## src/hw/bmsp_pkg.sv

```systemverilog
package bmsp_pkg;

    // Register byte offsets
    localparam logic [7:0] BMSP_CTRL_OFF = 8'h00;
    localparam logic [7:0] BMSP_STAT_OFF = 8'h04;
    localparam logic [7:0] BMSP_SPORT_OFF = 8'h08;
    localparam logic [7:0] BMSP_CLK_OFF = 8'h0c;

    // Control, serial port and clock register fields
    localparam int STAT_FN_LSB = 0;
    localparam int STAT_GPO_BIT = 2;
    localparam int SPORT_ASYNC_BIT = 0;
    localparam int SPORT_CLK_OE_BIT = 1;
    localparam int SPORT_CLK_OUT_BIT = 2;
    localparam int CLK_DBL_BIT = 0;
    localparam int CLK_SPR_LSB = 1;

    // Reset values
    localparam logic [1:0] STAT_FN_RST = 2'h0;
    localparam logic DBL_RST = 1'b1;
    localparam logic [1:0] SPR_RST = 2'h1;

    // Clock figures, kHz
    localparam int RESONATOR_KHZ = 22120;
    localparam int CORE_DBL_KHZ = 44200;

    // Spreader settings
    localparam logic [1:0] SPR_OFF = 2'h0;
    localparam logic [1:0] SPR_NORMAL = 2'h1;
    localparam logic [1:0] SPR_STRONG = 2'h2;

    // Async boot rate
    localparam int BOOT_BAUD = 2400;

    // AXI responses
    localparam logic [1:0] RESP_OKAY = 2'h0;
    localparam logic [1:0] RESP_SLVERR = 2'h2;

    typedef enum logic [1:0] {
        BOOT_ADDR_ZERO,
        BOOT_SLAVE_PORT,
        BOOT_SERIAL_CLOCKED,
        BOOT_SERIAL_ASYNC
    } bmsp_boot_t;

    typedef enum logic [1:0] {
        STAT_FN_FETCH,
        STAT_FN_IACK,
        STAT_FN_GPO
    } bmsp_stat_fn_t;

    localparam logic [15:0] BOOT_VECTOR = 16'h0000;

endpackage : bmsp_pkg

```

## src/hw/bmsp_sync.sv

```systemverilog
module bmsp_sync (
    input wire logic aclk,
    input wire logic aresetn,
    input wire logic d,
    output logic q
);
    logic s1_r;
    logic s1_nxt;
    logic q_nxt;

    always_comb begin
        s1_nxt = d;
        q_nxt = s1_r;
    end

    always_ff @(posedge aclk) begin
        if (!aresetn) begin
            s1_r <= 1'b0;
            q <= 1'b0;
        end else begin
            s1_r <= s1_nxt;
            q <= q_nxt;
        end
    end
endmodule : bmsp_sync

```

## src/hw/bmsp_top.sv

```systemverilog
// Functional notes
// - After every reset the boot select pins decide cold boot or execution from 0x0000.
// - Pins 00 run at zero, 01 slave port, 10 clocked serial, 11 async serial at 2400 bps.
// - The attached programming connector pulls both pins high, giving Program Mode.
// - With no connector the pins sit low and the device enters Run Mode.
// - The application runs in either mode, but download and debug only in Program Mode.
// - In fetch mode the status output goes low during the first fetch after reset.
// - In interrupt mode the status output goes low through each acknowledge cycle.
// - In general-purpose mode software drives the status output directly.
// - The external reset input resets the processor and all onboard peripherals.
// - The serial port runs clocked, or async with its clock line as a general I/O.
// - A running application may read the boot pins and drive the status pin.
// - The core clock is doubled from the resonator by default; a setting disables it.
// - The spreader takes 0 off, 1 normal by default, 2 strong (not advised here).
module bmsp_top (
    input wire logic aclk,
    input wire logic aresetn,
    input wire logic ext_reset_n,
    input wire logic boot_select_low_pin,
    input wire logic boot_select_high_pin,
    input wire logic first_fetch,
    input wire logic iack_cycle,
    input wire logic dbg_req,
    input wire logic sport_clk_in,
    output logic status_pin,
    output logic sport_clk_out,
    output logic sport_clk_oe,
    output logic sport_async,
    output logic periph_reset_n,
    output logic program_mode,
    output logic dbg_enable,
    output logic [1:0] boot_mode,
    output logic clk_doubler_en,
    output logic [1:0] spreader_sel,
    input wire logic [7:0] s_axi_awaddr,
    input wire logic s_axi_awvalid,
    output logic s_axi_awready,
    input wire logic [31:0] s_axi_wdata,
    input wire logic [3:0] s_axi_wstrb,
    input wire logic s_axi_wvalid,
    output logic s_axi_wready,
    output logic [1:0] s_axi_bresp,
    output logic s_axi_bvalid,
    input wire logic s_axi_bready,
    input wire logic [7:0] s_axi_araddr,
    input wire logic s_axi_arvalid,
    output logic s_axi_arready,
    output logic [31:0] s_axi_rdata,
    output logic [1:0] s_axi_rresp,
    output logic s_axi_rvalid,
    input wire logic s_axi_rready
);

    ////////////////////////////////////////////////////////////////////////////
    // Pin synchronisers
    logic ext_rst_s;
    logic bsel_lo_s;
    logic bsel_hi_s;
    logic sclk_s;

    bmsp_sync u_sync_rst (.aclk(aclk), .aresetn(aresetn), .d(ext_reset_n), .q(ext_rst_s));
    bmsp_sync u_sync_lo (.aclk(aclk), .aresetn(aresetn), .d(boot_select_low_pin),
        .q(bsel_lo_s));
    bmsp_sync u_sync_hi (.aclk(aclk), .aresetn(aresetn), .d(boot_select_high_pin),
        .q(bsel_hi_s));
    bmsp_sync u_sync_sclk (.aclk(aclk), .aresetn(aresetn), .d(sport_clk_in), .q(sclk_s));

    function automatic logic [1:0] boot_decode(input logic lo, input logic hi);
        boot_decode = {lo, hi};
    endfunction : boot_decode

    ////////////////////////////////////////////////////////////////////////////
    // Reset and boot capture
    // Synchroniser output is 0 under aresetn, so wait two cycles before trusting it.
    logic [1:0] settle_r;
    logic [1:0] settle_nxt;
    logic sampled_r;
    logic sampled_nxt;
    logic [1:0] boot_r;
    logic [1:0] boot_nxt;
    logic fetch_seen_r;
    logic fetch_seen_nxt;
    logic core_rst;

    assign core_rst = !aresetn || (settle_r == 2'h2 && !ext_rst_s);

    always_comb begin
        settle_nxt = settle_r;
        sampled_nxt = sampled_r;
        boot_nxt = boot_r;
        fetch_seen_nxt = fetch_seen_r;
        if (settle_r != 2'h2) begin
            settle_nxt = settle_r + 2'h1;
        end else if (!ext_rst_s) begin
            sampled_nxt = 1'b0;
            fetch_seen_nxt = 1'b0;
        end else begin
            if (!sampled_r) begin
                sampled_nxt = 1'b1;
                boot_nxt = boot_decode(bsel_lo_s, bsel_hi_s);
            end
            if (sampled_r && first_fetch) begin
                fetch_seen_nxt = 1'b1;
            end
        end
    end

    always_ff @(posedge aclk) begin
        if (!aresetn) begin
            settle_r <= 2'h0;
            sampled_r <= 1'b0;
            boot_r <= 2'h0;
            fetch_seen_r <= 1'b0;
        end else begin
            settle_r <= settle_nxt;
            sampled_r <= sampled_nxt;
            boot_r <= boot_nxt;
            fetch_seen_r <= fetch_seen_nxt;
        end
    end

    ////////////////////////////////////////////////////////////////////////////
    // Registers
    logic [1:0] stat_fn_r;
    logic [1:0] stat_fn_nxt;
    logic gpo_r;
    logic gpo_nxt;
    logic sp_async_r;
    logic sp_async_nxt;
    logic sp_oe_r;
    logic sp_oe_nxt;
    logic sp_out_r;
    logic sp_out_nxt;
    logic dbl_r;
    logic dbl_nxt;
    logic [1:0] spr_r;
    logic [1:0] spr_nxt;

    logic aw_held_r;
    logic aw_held_nxt;
    logic [7:0] aw_addr_r;
    logic [7:0] aw_addr_nxt;
    logic w_held_r;
    logic w_held_nxt;
    logic [31:0] w_data_r;
    logic [31:0] w_data_nxt;
    logic [3:0] w_strb_r;
    logic [3:0] w_strb_nxt;
    logic bvalid_nxt;
    logic [1:0] bresp_nxt;
    logic rvalid_nxt;
    logic [1:0] rresp_nxt;
    logic [31:0] rdata_nxt;
    logic awready_nxt;
    logic wready_nxt;
    logic arready_nxt;

    always_comb begin
        stat_fn_nxt = stat_fn_r;
        gpo_nxt = gpo_r;
        sp_async_nxt = sp_async_r;
        sp_oe_nxt = sp_oe_r;
        sp_out_nxt = sp_out_r;
        dbl_nxt = dbl_r;
        spr_nxt = spr_r;
        aw_held_nxt = aw_held_r;
        aw_addr_nxt = aw_addr_r;
        w_held_nxt = w_held_r;
        w_data_nxt = w_data_r;
        w_strb_nxt = w_strb_r;
        bvalid_nxt = s_axi_bvalid;
        bresp_nxt = s_axi_bresp;
        rvalid_nxt = s_axi_rvalid;
        rresp_nxt = s_axi_rresp;
        rdata_nxt = s_axi_rdata;
        if (s_axi_awvalid && s_axi_awready) begin
            aw_held_nxt = 1'b1;
            aw_addr_nxt = s_axi_awaddr;
        end
        if (s_axi_wvalid && s_axi_wready) begin
            w_held_nxt = 1'b1;
            w_data_nxt = s_axi_wdata;
            w_strb_nxt = s_axi_wstrb;
        end
        if (s_axi_bvalid && s_axi_bready) begin
            bvalid_nxt = 1'b0;
        end
        if (aw_held_r && w_held_r && !s_axi_bvalid) begin
            aw_held_nxt = 1'b0;
            w_held_nxt = 1'b0;
            bvalid_nxt = 1'b1;
            bresp_nxt = bmsp_pkg::RESP_OKAY;
            if (w_strb_r[0]) begin
                case (aw_addr_r)
                    bmsp_pkg::BMSP_CTRL_OFF: begin
                        stat_fn_nxt = w_data_r[bmsp_pkg::STAT_FN_LSB +: 2];
                        gpo_nxt = w_data_r[bmsp_pkg::STAT_GPO_BIT];
                    end
                    bmsp_pkg::BMSP_SPORT_OFF: begin
                        sp_async_nxt = w_data_r[bmsp_pkg::SPORT_ASYNC_BIT];
                        sp_oe_nxt = w_data_r[bmsp_pkg::SPORT_CLK_OE_BIT];
                        sp_out_nxt = w_data_r[bmsp_pkg::SPORT_CLK_OUT_BIT];
                    end
                    bmsp_pkg::BMSP_CLK_OFF: begin
                        dbl_nxt = w_data_r[bmsp_pkg::CLK_DBL_BIT];
                        spr_nxt = w_data_r[bmsp_pkg::CLK_SPR_LSB +: 2];
                    end
                    bmsp_pkg::BMSP_STAT_OFF: begin
                    end
                    default: bresp_nxt = bmsp_pkg::RESP_SLVERR;
                endcase
            end
        end
        if (s_axi_rvalid && s_axi_rready) begin
            rvalid_nxt = 1'b0;
        end
        if (s_axi_arvalid && s_axi_arready) begin
            rvalid_nxt = 1'b1;
            rresp_nxt = bmsp_pkg::RESP_OKAY;
            rdata_nxt = 32'h0000_0000;
            case (s_axi_araddr)
                bmsp_pkg::BMSP_CTRL_OFF:
                    rdata_nxt = {29'h0, gpo_r, stat_fn_r};
                bmsp_pkg::BMSP_STAT_OFF:
                    rdata_nxt = {24'h0, sclk_s, bsel_hi_s, bsel_lo_s, fetch_seen_r,
                        program_mode, sampled_r, boot_r};
                bmsp_pkg::BMSP_SPORT_OFF:
                    rdata_nxt = {29'h0, sp_out_r, sp_oe_r, sp_async_r};
                bmsp_pkg::BMSP_CLK_OFF:
                    rdata_nxt = {29'h0, spr_r, dbl_r};
                default: rresp_nxt = bmsp_pkg::RESP_SLVERR;
            endcase
        end
        awready_nxt = !aw_held_nxt;
        wready_nxt = !w_held_nxt;
        arready_nxt = !rvalid_nxt;
    end

    always_ff @(posedge aclk) begin
        if (!aresetn) begin
            stat_fn_r <= bmsp_pkg::STAT_FN_RST;
            gpo_r <= 1'b1;
            sp_async_r <= 1'b0;
            sp_oe_r <= 1'b0;
            sp_out_r <= 1'b0;
            dbl_r <= bmsp_pkg::DBL_RST;
            spr_r <= bmsp_pkg::SPR_RST;
            aw_held_r <= 1'b0;
            aw_addr_r <= 8'h00;
            w_held_r <= 1'b0;
            w_data_r <= 32'h0000_0000;
            w_strb_r <= 4'h0;
            s_axi_bvalid <= 1'b0;
            s_axi_bresp <= 2'h0;
            s_axi_rvalid <= 1'b0;
            s_axi_rresp <= 2'h0;
            s_axi_rdata <= 32'h0000_0000;
            s_axi_awready <= 1'b0;
            s_axi_wready <= 1'b0;
            s_axi_arready <= 1'b0;
        end else begin
            stat_fn_r <= stat_fn_nxt;
            gpo_r <= gpo_nxt;
            sp_async_r <= sp_async_nxt;
            sp_oe_r <= sp_oe_nxt;
            sp_out_r <= sp_out_nxt;
            dbl_r <= dbl_nxt;
            spr_r <= spr_nxt;
            aw_held_r <= aw_held_nxt;
            aw_addr_r <= aw_addr_nxt;
            w_held_r <= w_held_nxt;
            w_data_r <= w_data_nxt;
            w_strb_r <= w_strb_nxt;
            s_axi_bvalid <= bvalid_nxt;
            s_axi_bresp <= bresp_nxt;
            s_axi_rvalid <= rvalid_nxt;
            s_axi_rresp <= rresp_nxt;
            s_axi_rdata <= rdata_nxt;
            s_axi_awready <= awready_nxt;
            s_axi_wready <= wready_nxt;
            s_axi_arready <= arready_nxt;
        end
    end

    ////////////////////////////////////////////////////////////////////////////
    // Pin outputs
    logic status_nxt;
    logic pm_nxt;

    always_comb begin
        pm_nxt = sampled_r && (boot_r == bmsp_pkg::BOOT_SERIAL_ASYNC);
        case (stat_fn_r)
            bmsp_pkg::STAT_FN_FETCH: status_nxt = !(sampled_r && first_fetch && !fetch_seen_r);
            bmsp_pkg::STAT_FN_IACK: status_nxt = !iack_cycle;
            bmsp_pkg::STAT_FN_GPO: status_nxt = gpo_r;
            default: status_nxt = 1'b1;
        endcase
    end

    always_ff @(posedge aclk) begin
        if (core_rst) begin
            status_pin <= 1'b1;
            program_mode <= 1'b0;
            dbg_enable <= 1'b0;
            boot_mode <= 2'h0;
            periph_reset_n <= 1'b0;
            sport_clk_out <= 1'b0;
            sport_clk_oe <= 1'b0;
            sport_async <= 1'b0;
            clk_doubler_en <= bmsp_pkg::DBL_RST;
            spreader_sel <= bmsp_pkg::SPR_RST;
        end else begin
            status_pin <= status_nxt;
            program_mode <= pm_nxt;
            dbg_enable <= pm_nxt && dbg_req;
            boot_mode <= boot_r;
            periph_reset_n <= sampled_r;
            // Clock line is GPIO only in async mode
            sport_async <= sp_async_r;
            sport_clk_oe <= sp_async_r && sp_oe_r;
            sport_clk_out <= sp_async_r && sp_out_r;
            clk_doubler_en <= dbl_r;
            // Strong kept as written, code 3 treated as normal
            spreader_sel <= (spr_r == 2'h3) ? bmsp_pkg::SPR_NORMAL : spr_r;
        end
    end

endmodule : bmsp_top

```

## config.mk

```make
export PLATFORM = sky130hd
export DESIGN_NAME = bmsp_top
export DESIGN_NICKNAME = d
export VERILOG_FILES = /design/src/hw/bmsp_pkg.sv /design/src/hw/bmsp_sync.sv /design/src/hw/bmsp_top.sv
export SDC_FILE = /design/constraint.sdc
export NUM_CORES = 1
export LEC_CHECK = 0
export BUFFER_PORTS_ARGS = -buffer_cell sky130_fd_sc_hd__buf_2
export CAP_MARGIN = 25
export CORE_MARGIN = 2
export CORE_UTILIZATION = 41
export CTS_BUF_LIST = sky130_fd_sc_hd__clkbuf_4 sky130_fd_sc_hd__clkbuf_8 sky130_fd_sc_hd__clkbuf_16
export CTS_CLUSTER_DIAMETER = 40
export DETAILED_ROUTE_END_ITERATION = 7
export PLACE_DENSITY = 0.75
export SETUP_SLACK_MARGIN = 0.5
export SLEW_MARGIN = 20
export SYNTH_ARGS = -nofsm -noshare
export SYNTH_HDL_FRONTEND = slang
export SYNTH_HIERARCHICAL = 1
export SYNTH_SLANG_ARGS = --single-unit
export TNS_END_PERCENT = 1
```

## constraint.sdc

```tcl
create_clock -name aclk -period 1.3 [get_ports aclk]
set_clock_uncertainty 0.05 [all_clocks]
set_input_delay 0.195 -clock aclk [delete_from_list [all_inputs] [get_ports aclk]]
set_output_delay 0.195 -clock aclk [all_outputs]
set_load 0.01 [all_outputs]
```

# Yosys cells after proc, flatten, opt, wreduce, memory -nomap -nowiden
# Index checks and enable logic that the tools add are counted.
totals:
  reg_bits: 90
  latch_bits: 0
  mem_bits_rw: 0
  rom_bits: 0
  out_inout_bits: 53
  word_cells: 110
  mem_count: 0
op_classes:
  add_sub_neg: 1
  multipliers: 0
  n_div: 0
  magnitude_cmp: 0
  n_eq_ne: 13
  n_shift: 0
  muxes: 16
  bitwise: 2
  n_reduce_logical: 36
op_table:
  columns: ["op", "count"]
  rows:
  - ["8-bit by 4-bit equality test with 1-bit output (second input constant)", 4]
  - ["8-bit case mux with 4 select lines", 1]
  - ["8-bit by 3-bit equality test with 1-bit output (second input constant)", 2]
  - ["8-bit zero test", 2]
  - ["1-bit logical AND", 14]
  - ["3-bit AND reduction", 4]
  - ["1-bit two-way mux", 11]
  - ["1-bit zero test", 9]
  - ["2-bit equality test (second input constant)", 4]
  - ["4-bit OR reduction", 2]
  - ["2-bit two-way mux", 3]
  - ["2-bit != test (second input constant)", 2]
  - ["1-bit case mux with 3 select lines", 1]
  - ["2-bit by 1-bit adder with 2-bit output (second input constant)", 1]
  - ["2-bit by 1-bit equality test with 1-bit output (second input constant)", 1]
  - ["2-bit zero test", 1]
  - ["1-bit NOT", 2]
  - ["2-bit AND reduction", 1]
  - ["2-bit nonzero test", 1]
  - ["2-bit OR reduction", 1]
  - ["1-bit logical OR", 1]

# Logic depth before layout (Yosys ltp)
# Gate-level depths: netlist of run 1.
logic_depth:
  word_depth: 4
  mapped_depth: 6
  depth_no_buf: 5

# Hierarchy
# The synthesis of run 1 kept the hierarchy.
by_module_without_submodules:
  columns: ["module", "instances", "cells_each", "area_per_inst_um2", "seq_area_each_um2"]
  rows:
  - ["bmsp_top", 1, 250, 2331.0, 1121.1]
  - ["bmsp_sync", 4, 4, 52.6, 40.0]

# Worst setup path before layout of run 1
# No wires, ideal clock.
synth_path:
  path_type: "flip-flop to flip-flop"
  startpoint: "reg settle_r[0]"
  endpoint: "reg spreader_sel[1]"
  arrival_time_ps: 1253
  t_required_ps: 1190
  setup_slack_ps: -63
  path_stages_with_launch: 7
  path_buffers: 2
  period_less_slack_ps: 1363
  cell_sequence: "dfxtp_1 -> inv_1 -> ha_1 -> buf_2 -> a21oi_1 -> clkbuf_2 -> and3b_1"
synth_via:
  elab_chain_cells: 4
synth_rtl:
  columns: ["item", "line_no", "source"]
  rows:
  - ["start, declared", "bmsp_top.sv:75", "logic [1:0] settle_r;"]
  - ["start signal, assigned", "bmsp_top.sv:115", "settle_r <= settle_nxt;"]
  - ["2-bit equality test", "bmsp_top.sv:85", "assign core_rst = !aresetn || (settle_r == 2'h2 && !ext_rst_s);"]
  - ["1-bit logical AND", "bmsp_top.sv:85", null]
  - ["1-bit logical OR", "bmsp_top.sv:85", null]
  - ["2-bit OR reduction (no source line)", null, null]
  - ["end signal, assigned", "bmsp_top.sv:311", "spreader_sel <= bmsp_pkg::SPR_RST;"]
  - ["end signal, assigned", "bmsp_top.sv:324", "spreader_sel <= (spr_r == 2'h3) ? bmsp_pkg::SPR_NORMAL : spr_r;"]
  - ["end, declared", "bmsp_top.sv:34", "output logic [1:0] spreader_sel,"]
# No other way between the ends.
# A chain may end at the register's enable or synchronous reset.

# Worst setup path after layout of run 1
layout_path:
  startpoint: "reg aw_addr_r[0]"
  endpoint: "reg stat_fn_r[1]"
layout_via:
  elab_chain_cells: 2
layout_rtl:
  columns: ["item", "line_no", "source"]
  rows:
  - ["start, declared", "bmsp_top.sv:141", "logic [7:0] aw_addr_r;"]
  - ["start signal, assigned", "bmsp_top.sv:270", "aw_addr_r <= aw_addr_nxt;"]
  - ["8-bit zero test", "bmsp_top.sv:194", "case (aw_addr_r)"]
  - ["3-bit AND reduction (no source line)", null, null]
  - ["end signal, assigned", "bmsp_top.sv:241", "stat_fn_r <= bmsp_pkg::STAT_FN_RST;"]
  - ["end signal, assigned", "bmsp_top.sv:262", "stat_fn_r <= stat_fn_nxt;"]
  - ["end, declared", "bmsp_top.sv:124", "logic [1:0] stat_fn_r;"]
# No other way between the ends.

==> results of run 1 <==
-- worst reg2reg max path, cell delays in order, from the launching register on --
cell	delay [ps]
dfxtp_2	340
nor4_4	350
nand4_1	290
mux2i_1	190
-- layer usage --
| metal | global-route usage | up-vias | part of all wire |
|---|---|---|---|
| li1 | - | 1025 | - |
| met1 | 0.210 | 959 | 0.42 |
| met2 | 0.298 | 83 | 0.50 |
| met3 | 0.0467 | 8 | 0.063 |
| met4 | 0.111 | 0 | 0.019 |
| met5 | 0 | - | 0 |
-- power breakdown --
part | total [W] | switching (W) | internal, W
Combinational | 0.000767 | 0.000391 | 0.000375
Clock | 0.00176 | 0.000732 | 0.00103
Sequential | 0.00213 | 0.0000803 | 0.00205
Total | 0.00466 | 0.00120 | 0.00346
-- area by class of cell --
class / count / share of cell area
clock buffers: 13 / 0.0463
clock inverters: 3 / 0.0111
multi-input cells: 186 / 0.371
flip-flops and latches: 64 / 0.367
well taps: 75 / 0.0261
repair buffers: 82 / 0.175
inverters: 3 / 0.00313
-- sequential cells by signal, indices dropped and copies added, names as in the netlist, 2 cells and up --
register      flops
aw_addr_r         8
s_axi_rdata       8
w_data_r          3
boot_mode         2
boot_r            2
settle_r          2
spr_r             2
spreader_sel      2
stat_fn_r         2
-- what timing repair did --
action	CTS	global route
gates cloned	0	0
setup buffers	1	2
resized for setup	81	35
pin swaps	58	46
setup endpoints to repair	83	82
-- stage by stage --
stage	TNS [ps]	worst slack (ps)	power, W	util
final	-155	-35.1	0.00466	0.604
after global routing	-492	-78.0	0.00486	0.604
after CTS	-103	-23.4	0.00461	0.574
after detailed placement	-220	-59.5	0.00264	0.493
after global placement	-146	-35.8	0.00262	0.493
after floorplan	0	74.9	0.00254	-
-- placed cells by master (no fill, tap or decap), types with 3 or more instances in the layout --
| cell | count |
|---|---|
| conb_1 | 26 |
| dfxtp_2 | 25 |
| nand3_1 | 11 |
| dfxtp_1 | 37 |
| a21oi_1 | 9 |
| and3_1 | 3 |
| nand2_1 | 25 |
| buf_2 | 39 |
| a32o_1 | 3 |
| and3b_1 | 3 |
| buf_6 | 26 |
| and2_1 | 12 |
| nand2b_1 | 4 |
| o21ai_1 | 5 |
| buf_4 | 16 |
| nand3_2 | 4 |
| mux2i_1 | 12 |
| nor2_1 | 19 |
| nand3_4 | 7 |
| clkbuf_8 | 11 |
| a21oi_2 | 10 |
-- worst paths after layout --
path	endpoint	from	slack, ps	cells after the start
hold / removal	u_sync_lo/q_nxt$_SDFF_PN0_	boot_select_low_pin	10	2
hold reg to reg	u_sync_sclk/q$_SDFF_PN0_	u_sync_sclk/q_nxt$_SDFF_PN0_	380	1
setup / recovery	stat_fn_r[1]$_SDFFE_PN0P_	aw_addr_r[0]$_SDFFE_PN0P_	-40	3
setup reg to reg	stat_fn_r[1]$_SDFFE_PN0P_	aw_addr_r[0]$_SDFFE_PN0P_	-40	3
-- kinds of logic after synthesis --
family | after synthesis
other | 1
XOR/XNOR | 1
AND/OR/NAND/NOR | 111
multiplexers | 15
buffers and inverters | 41
AO/OA/AOI/OAI | 32
flip-flops | 64
adder cells (fa/ha/maj) | 1
==> flow_summary.toml, run 1 <==
[layout]
final_cells = 426
seqCellArea_mm2 = 0.00132
nFillCells = 493
area_growth_pct = 41.5
drive_gt1_frac = 0.467
final_nets = 413
multi_input_area_mm2 = 0.00134
diodes = 0
stdcell_area_mm2 = 0.00359

[timing]
fin_ws_ps = -35.1
timing.hold.ws_ps = 13.7
finalSetupViolCount = 7
drv_slew = 0
finalHoldViolations = 0
fin_crit_ps = 1340
finalCritPeriodShare = 1.03
rsz0062_at_grt = "true"
fmax_mhz = 749

[power]
power_leakage_nw = 1.54
ir_worst_vdd_mv = 0.695
power.density_mw_per_mm2 = 1300

[global_routing]
track_usage = 0.181
grt_max_degree = 23
overflow = 0
grt_antenna_before_repair = 0
grt_pass1_vias = 1902
grt_first_pass_wirelength_mm = 8.94

[logic_synthesis]
synth_top_area_share = 0.504
ys_warn_count = 6
yosys-top-cells-count = "dfxtp_1 (64), buf_4 (27), nand2_1 (27), nand3_1 (22), nor2_1 (21)"
synth.most_common_cell = "dfxtp_1"
syn_area_per_cell_um2 = 9.55
synth_top_family_by_area = "simple AND/OR/NAND/NOR gates"
yosys.area_share.simple = 0.233
async_flop_share = 0
synthFlopType = "dfxtp_1"
synth_edf_count = 0
ys_ff_latch = 64
synth_mux_area_frac = 0.0783
synth_compound_gate_area_share = 0.0719
synth_xor_area_frac = 0.00345
synth_top_cell_by_area = "dfxtp_1"
synthesis.area_mm2 = 0.00254
synth_area_leaders = "dfxtp_1 (50%), buf_4 (8.0%), mux2i_1 (4.7%)"
synth_cell_type_count = 34
ys_seq_area_frac = 0.504
synth_fa_ha_area_frac = 0.00492
netlist_instances = 266

[worst_setup_path]
slowest_stage = "nor4_4"
crit_path_max_fanout = 4
path_class = "reg -> reg"
path_buf_inv = 0
crit_family = "simple AND/OR/NAND/NOR gates"
cpPeakStageDelay_ps = 350
cp-end-kind = "flip-flop"
crit_arrival_ps = 1510
crit_chain = "nor4_4 > nand4_1 > mux2i_1"
worstSetupStartpointType = "flip-flop"
worst_ep_required_time_ps = 1470

[route]
drt_pass1_iterations = 4
vias = 2075
viasPerCell = 4.87
wire_per_inst_um = 14.1
antenna_left = 0
drt_iter0_drc = 62
wirelength_mm = 5.99
drc = 0

[clock_tree]
cts-hold-fix-buffers = 0
cts_inserted_buffers = 9
cts_max_level = 3
clock_latency_ps = 340
cts.sinks = 64
cts_root_buffer = "clkbuf_8"
clk_path_buf_depth = 2
path_clk_slew_ps = 70
cts_tree = "yes"

[floorplan]
start_util = 0.427
die-area_mm2 = 0.00684
io_pins = 119
chipHeight_um = 82.7
num_rows = 28
coreArea_mm2 = 0.00596
die_x_um = 82.7

[placed_design]
dpl.cell_count = 407
dpl-instance-area_mm2 = 0.00293
portBuffers = 60
gp_congestion = 0.809
dpl.hpwl_mm = 3.77

[worst_hold_path]
hold_path_class = "in -> reg"

[run_status]
status = "finished, violations left"
violations = "negative setup slack"

[flow_run]
cap_violations = 0
No activity file was read; power rests on OpenSTA's default activity.
==> run 2: changes to the inputs <==
Settings changed: SETUP_SLACK_MARGIN 0.5 to 0.1.
==> flow_summary.toml, run 2 (synthesized netlist as in run 1, its figures left out) <==
[run_status]
status = "finished, violations left"
violations = "negative setup slack"

[worst_setup_path]
cp-end-kind = "flip-flop"
cpPeakStageDelay_ps = 350
crit_family = "simple AND/OR/NAND/NOR gates"
path_buf_inv = 0
worst_ep_required_time_ps = 1470
reg2reg_slack_ps = -30
worstSetupStartpointType = "flip-flop"
crit_arrival_ps = 1500
slowest_stage = "nor4_4"
path_class = "reg -> reg"
crit_chain = "nor4_4 > nand4_1 > mux2i_1"
crit_path_max_fanout = 4

[global_routing]
grt_first_pass_wirelength_mm = 8.14
grt_pass1_vias = 1824
overflow = 0
grt_max_degree = 23
grt_antenna_before_repair = 0
track_usage = 0.163

[layout]
final_nets = 413
drive_gt1_frac = 0.322
diodes = 0
area_growth_pct = 25.6
final_common_cell = "buf_2"
fin_util = 0.536
final_cell_mix = "buf_2 (59), dfxtp_1 (58), nand2_1 (27), conb_1 (26), nand3_1 (22)"
reg_top3 = "aw_addr_r (8), s_axi_rdata (8), w_data_r (3)"

[route]
wire_per_inst_um = 12.1
vias = 2065
drt_iter0_drc = 73
viasPerCell = 4.85
wirelength_mm = 5.18
drt_pass1_iterations = 4
antenna_left = 0
drc = 0

[floorplan]
num_rows = 28
start_util = 0.427
chipHeight_um = 82.7
die-area_mm2 = 0.00684
die_x_um = 82.7
io_pins = 119
coreArea_mm2 = 0.00596

[timing]
finalSetupViolCount = 7
drv_slew = 0
finalCritPeriodShare = 1.02
timing.hold.ws_ps = 19.7
fin_crit_ps = 1330
finalHoldViolations = 0
rsz0062_at_grt = "true"
fin_ws_ps = -29.6
fmax_mhz = 752

[clock_tree]
cts_max_level = 3
cts_inserted_buffers = 9
clk_path_buf_depth = 2
cts.sinks = 64
cts-hold-fix-buffers = 0
clock_latency_ps = 340
cts_root_buffer = "clkbuf_8"
path_clk_slew_ps = 70
cts_tree = "yes"

[worst_hold_path]
hold_path_class = "in -> reg"

[placed_design]
post-place-ws_ps = -59.5
gp_congestion = 0.809
portBuffers = 60
dpl.hpwl_mm = 3.77

[flow_run]
cap_violations = 0

[power]
ir_worst_vdd_mv = 0.688
power.density_mw_per_mm2 = 1380
power.total_w = 0.00441
power_leakage_nw = 1.48
-- run 2: changes by cell type in the layout (fill, tap and decap cells not counted), moves of 11 or more --
cell,before,now
buf_6,26,2
dfxtp_2,25,6
nand3_1,11,22
buf_2,39,59
dfxtp_1,37,58
-- run 2: final cells by class --
type                    count  area [µm²]
fillers                   566        2760
flip-flops and latches     64        1290
multi-input cells         186        1120
repair buffers             82         475
clock buffers              13         166
well taps                  75        93.8
clock inverters             3        40.0
inverters                   3        11.3
-- run 2: stage by stage --
step	instance area [µm²]	cells	TNS, ps
3_5_place_dp	2930	407	-220
5_1_grt	3190	426	-570
3_3_place_gp	2930	407	-146
6_report	3190	426	-133
4_1_cts	3150	424	-104
2_1_floorplan	2670	291	0
-- run 2: report_power, final --
| part | switching (W) | total (W) | internal, W |
|---|---|---|---|
| registers | 0.0000654 | 0.00211 | 0.00205 |
| logic | 0.000290 | 0.000556 | 0.000266 |
| clock network | 0.000716 | 0.00174 | 0.00103 |
-- run 2: per-layer routing --
metal,vias up,global-route usage,part of all wire
li1,1025,-,-
met1,956,0.194,0.46
met2,79,0.260,0.47
met3,5,0.0457,0.058
met4,0,0.0984,0.015
met5,-,0,0
-- run 2: worst paths after layout --
path,end,startpoint,cells after the start
worst min register to register,u_sync_sclk/q$_SDFF_PN0_,u_sync_sclk/q_nxt$_SDFF_PN0_,1
worst max-delay path,stat_fn_r[1]$_SDFFE_PN0P_,aw_addr_r[0]$_SDFFE_PN0P_,3
worst max register to register,stat_fn_r[1]$_SDFFE_PN0P_,aw_addr_r[0]$_SDFFE_PN0P_,3
worst min-delay path,u_sync_lo/q_nxt$_SDFF_PN0_,boot_select_low_pin,2
-- run 2: what timing repair did --
item                       4_1_cts  5_1_grt
gates resized for setup         10        7
gates cloned                     0        0
pin swaps                        5        7
buffers inserted                 1        2
setup endpoints to repair       28       23
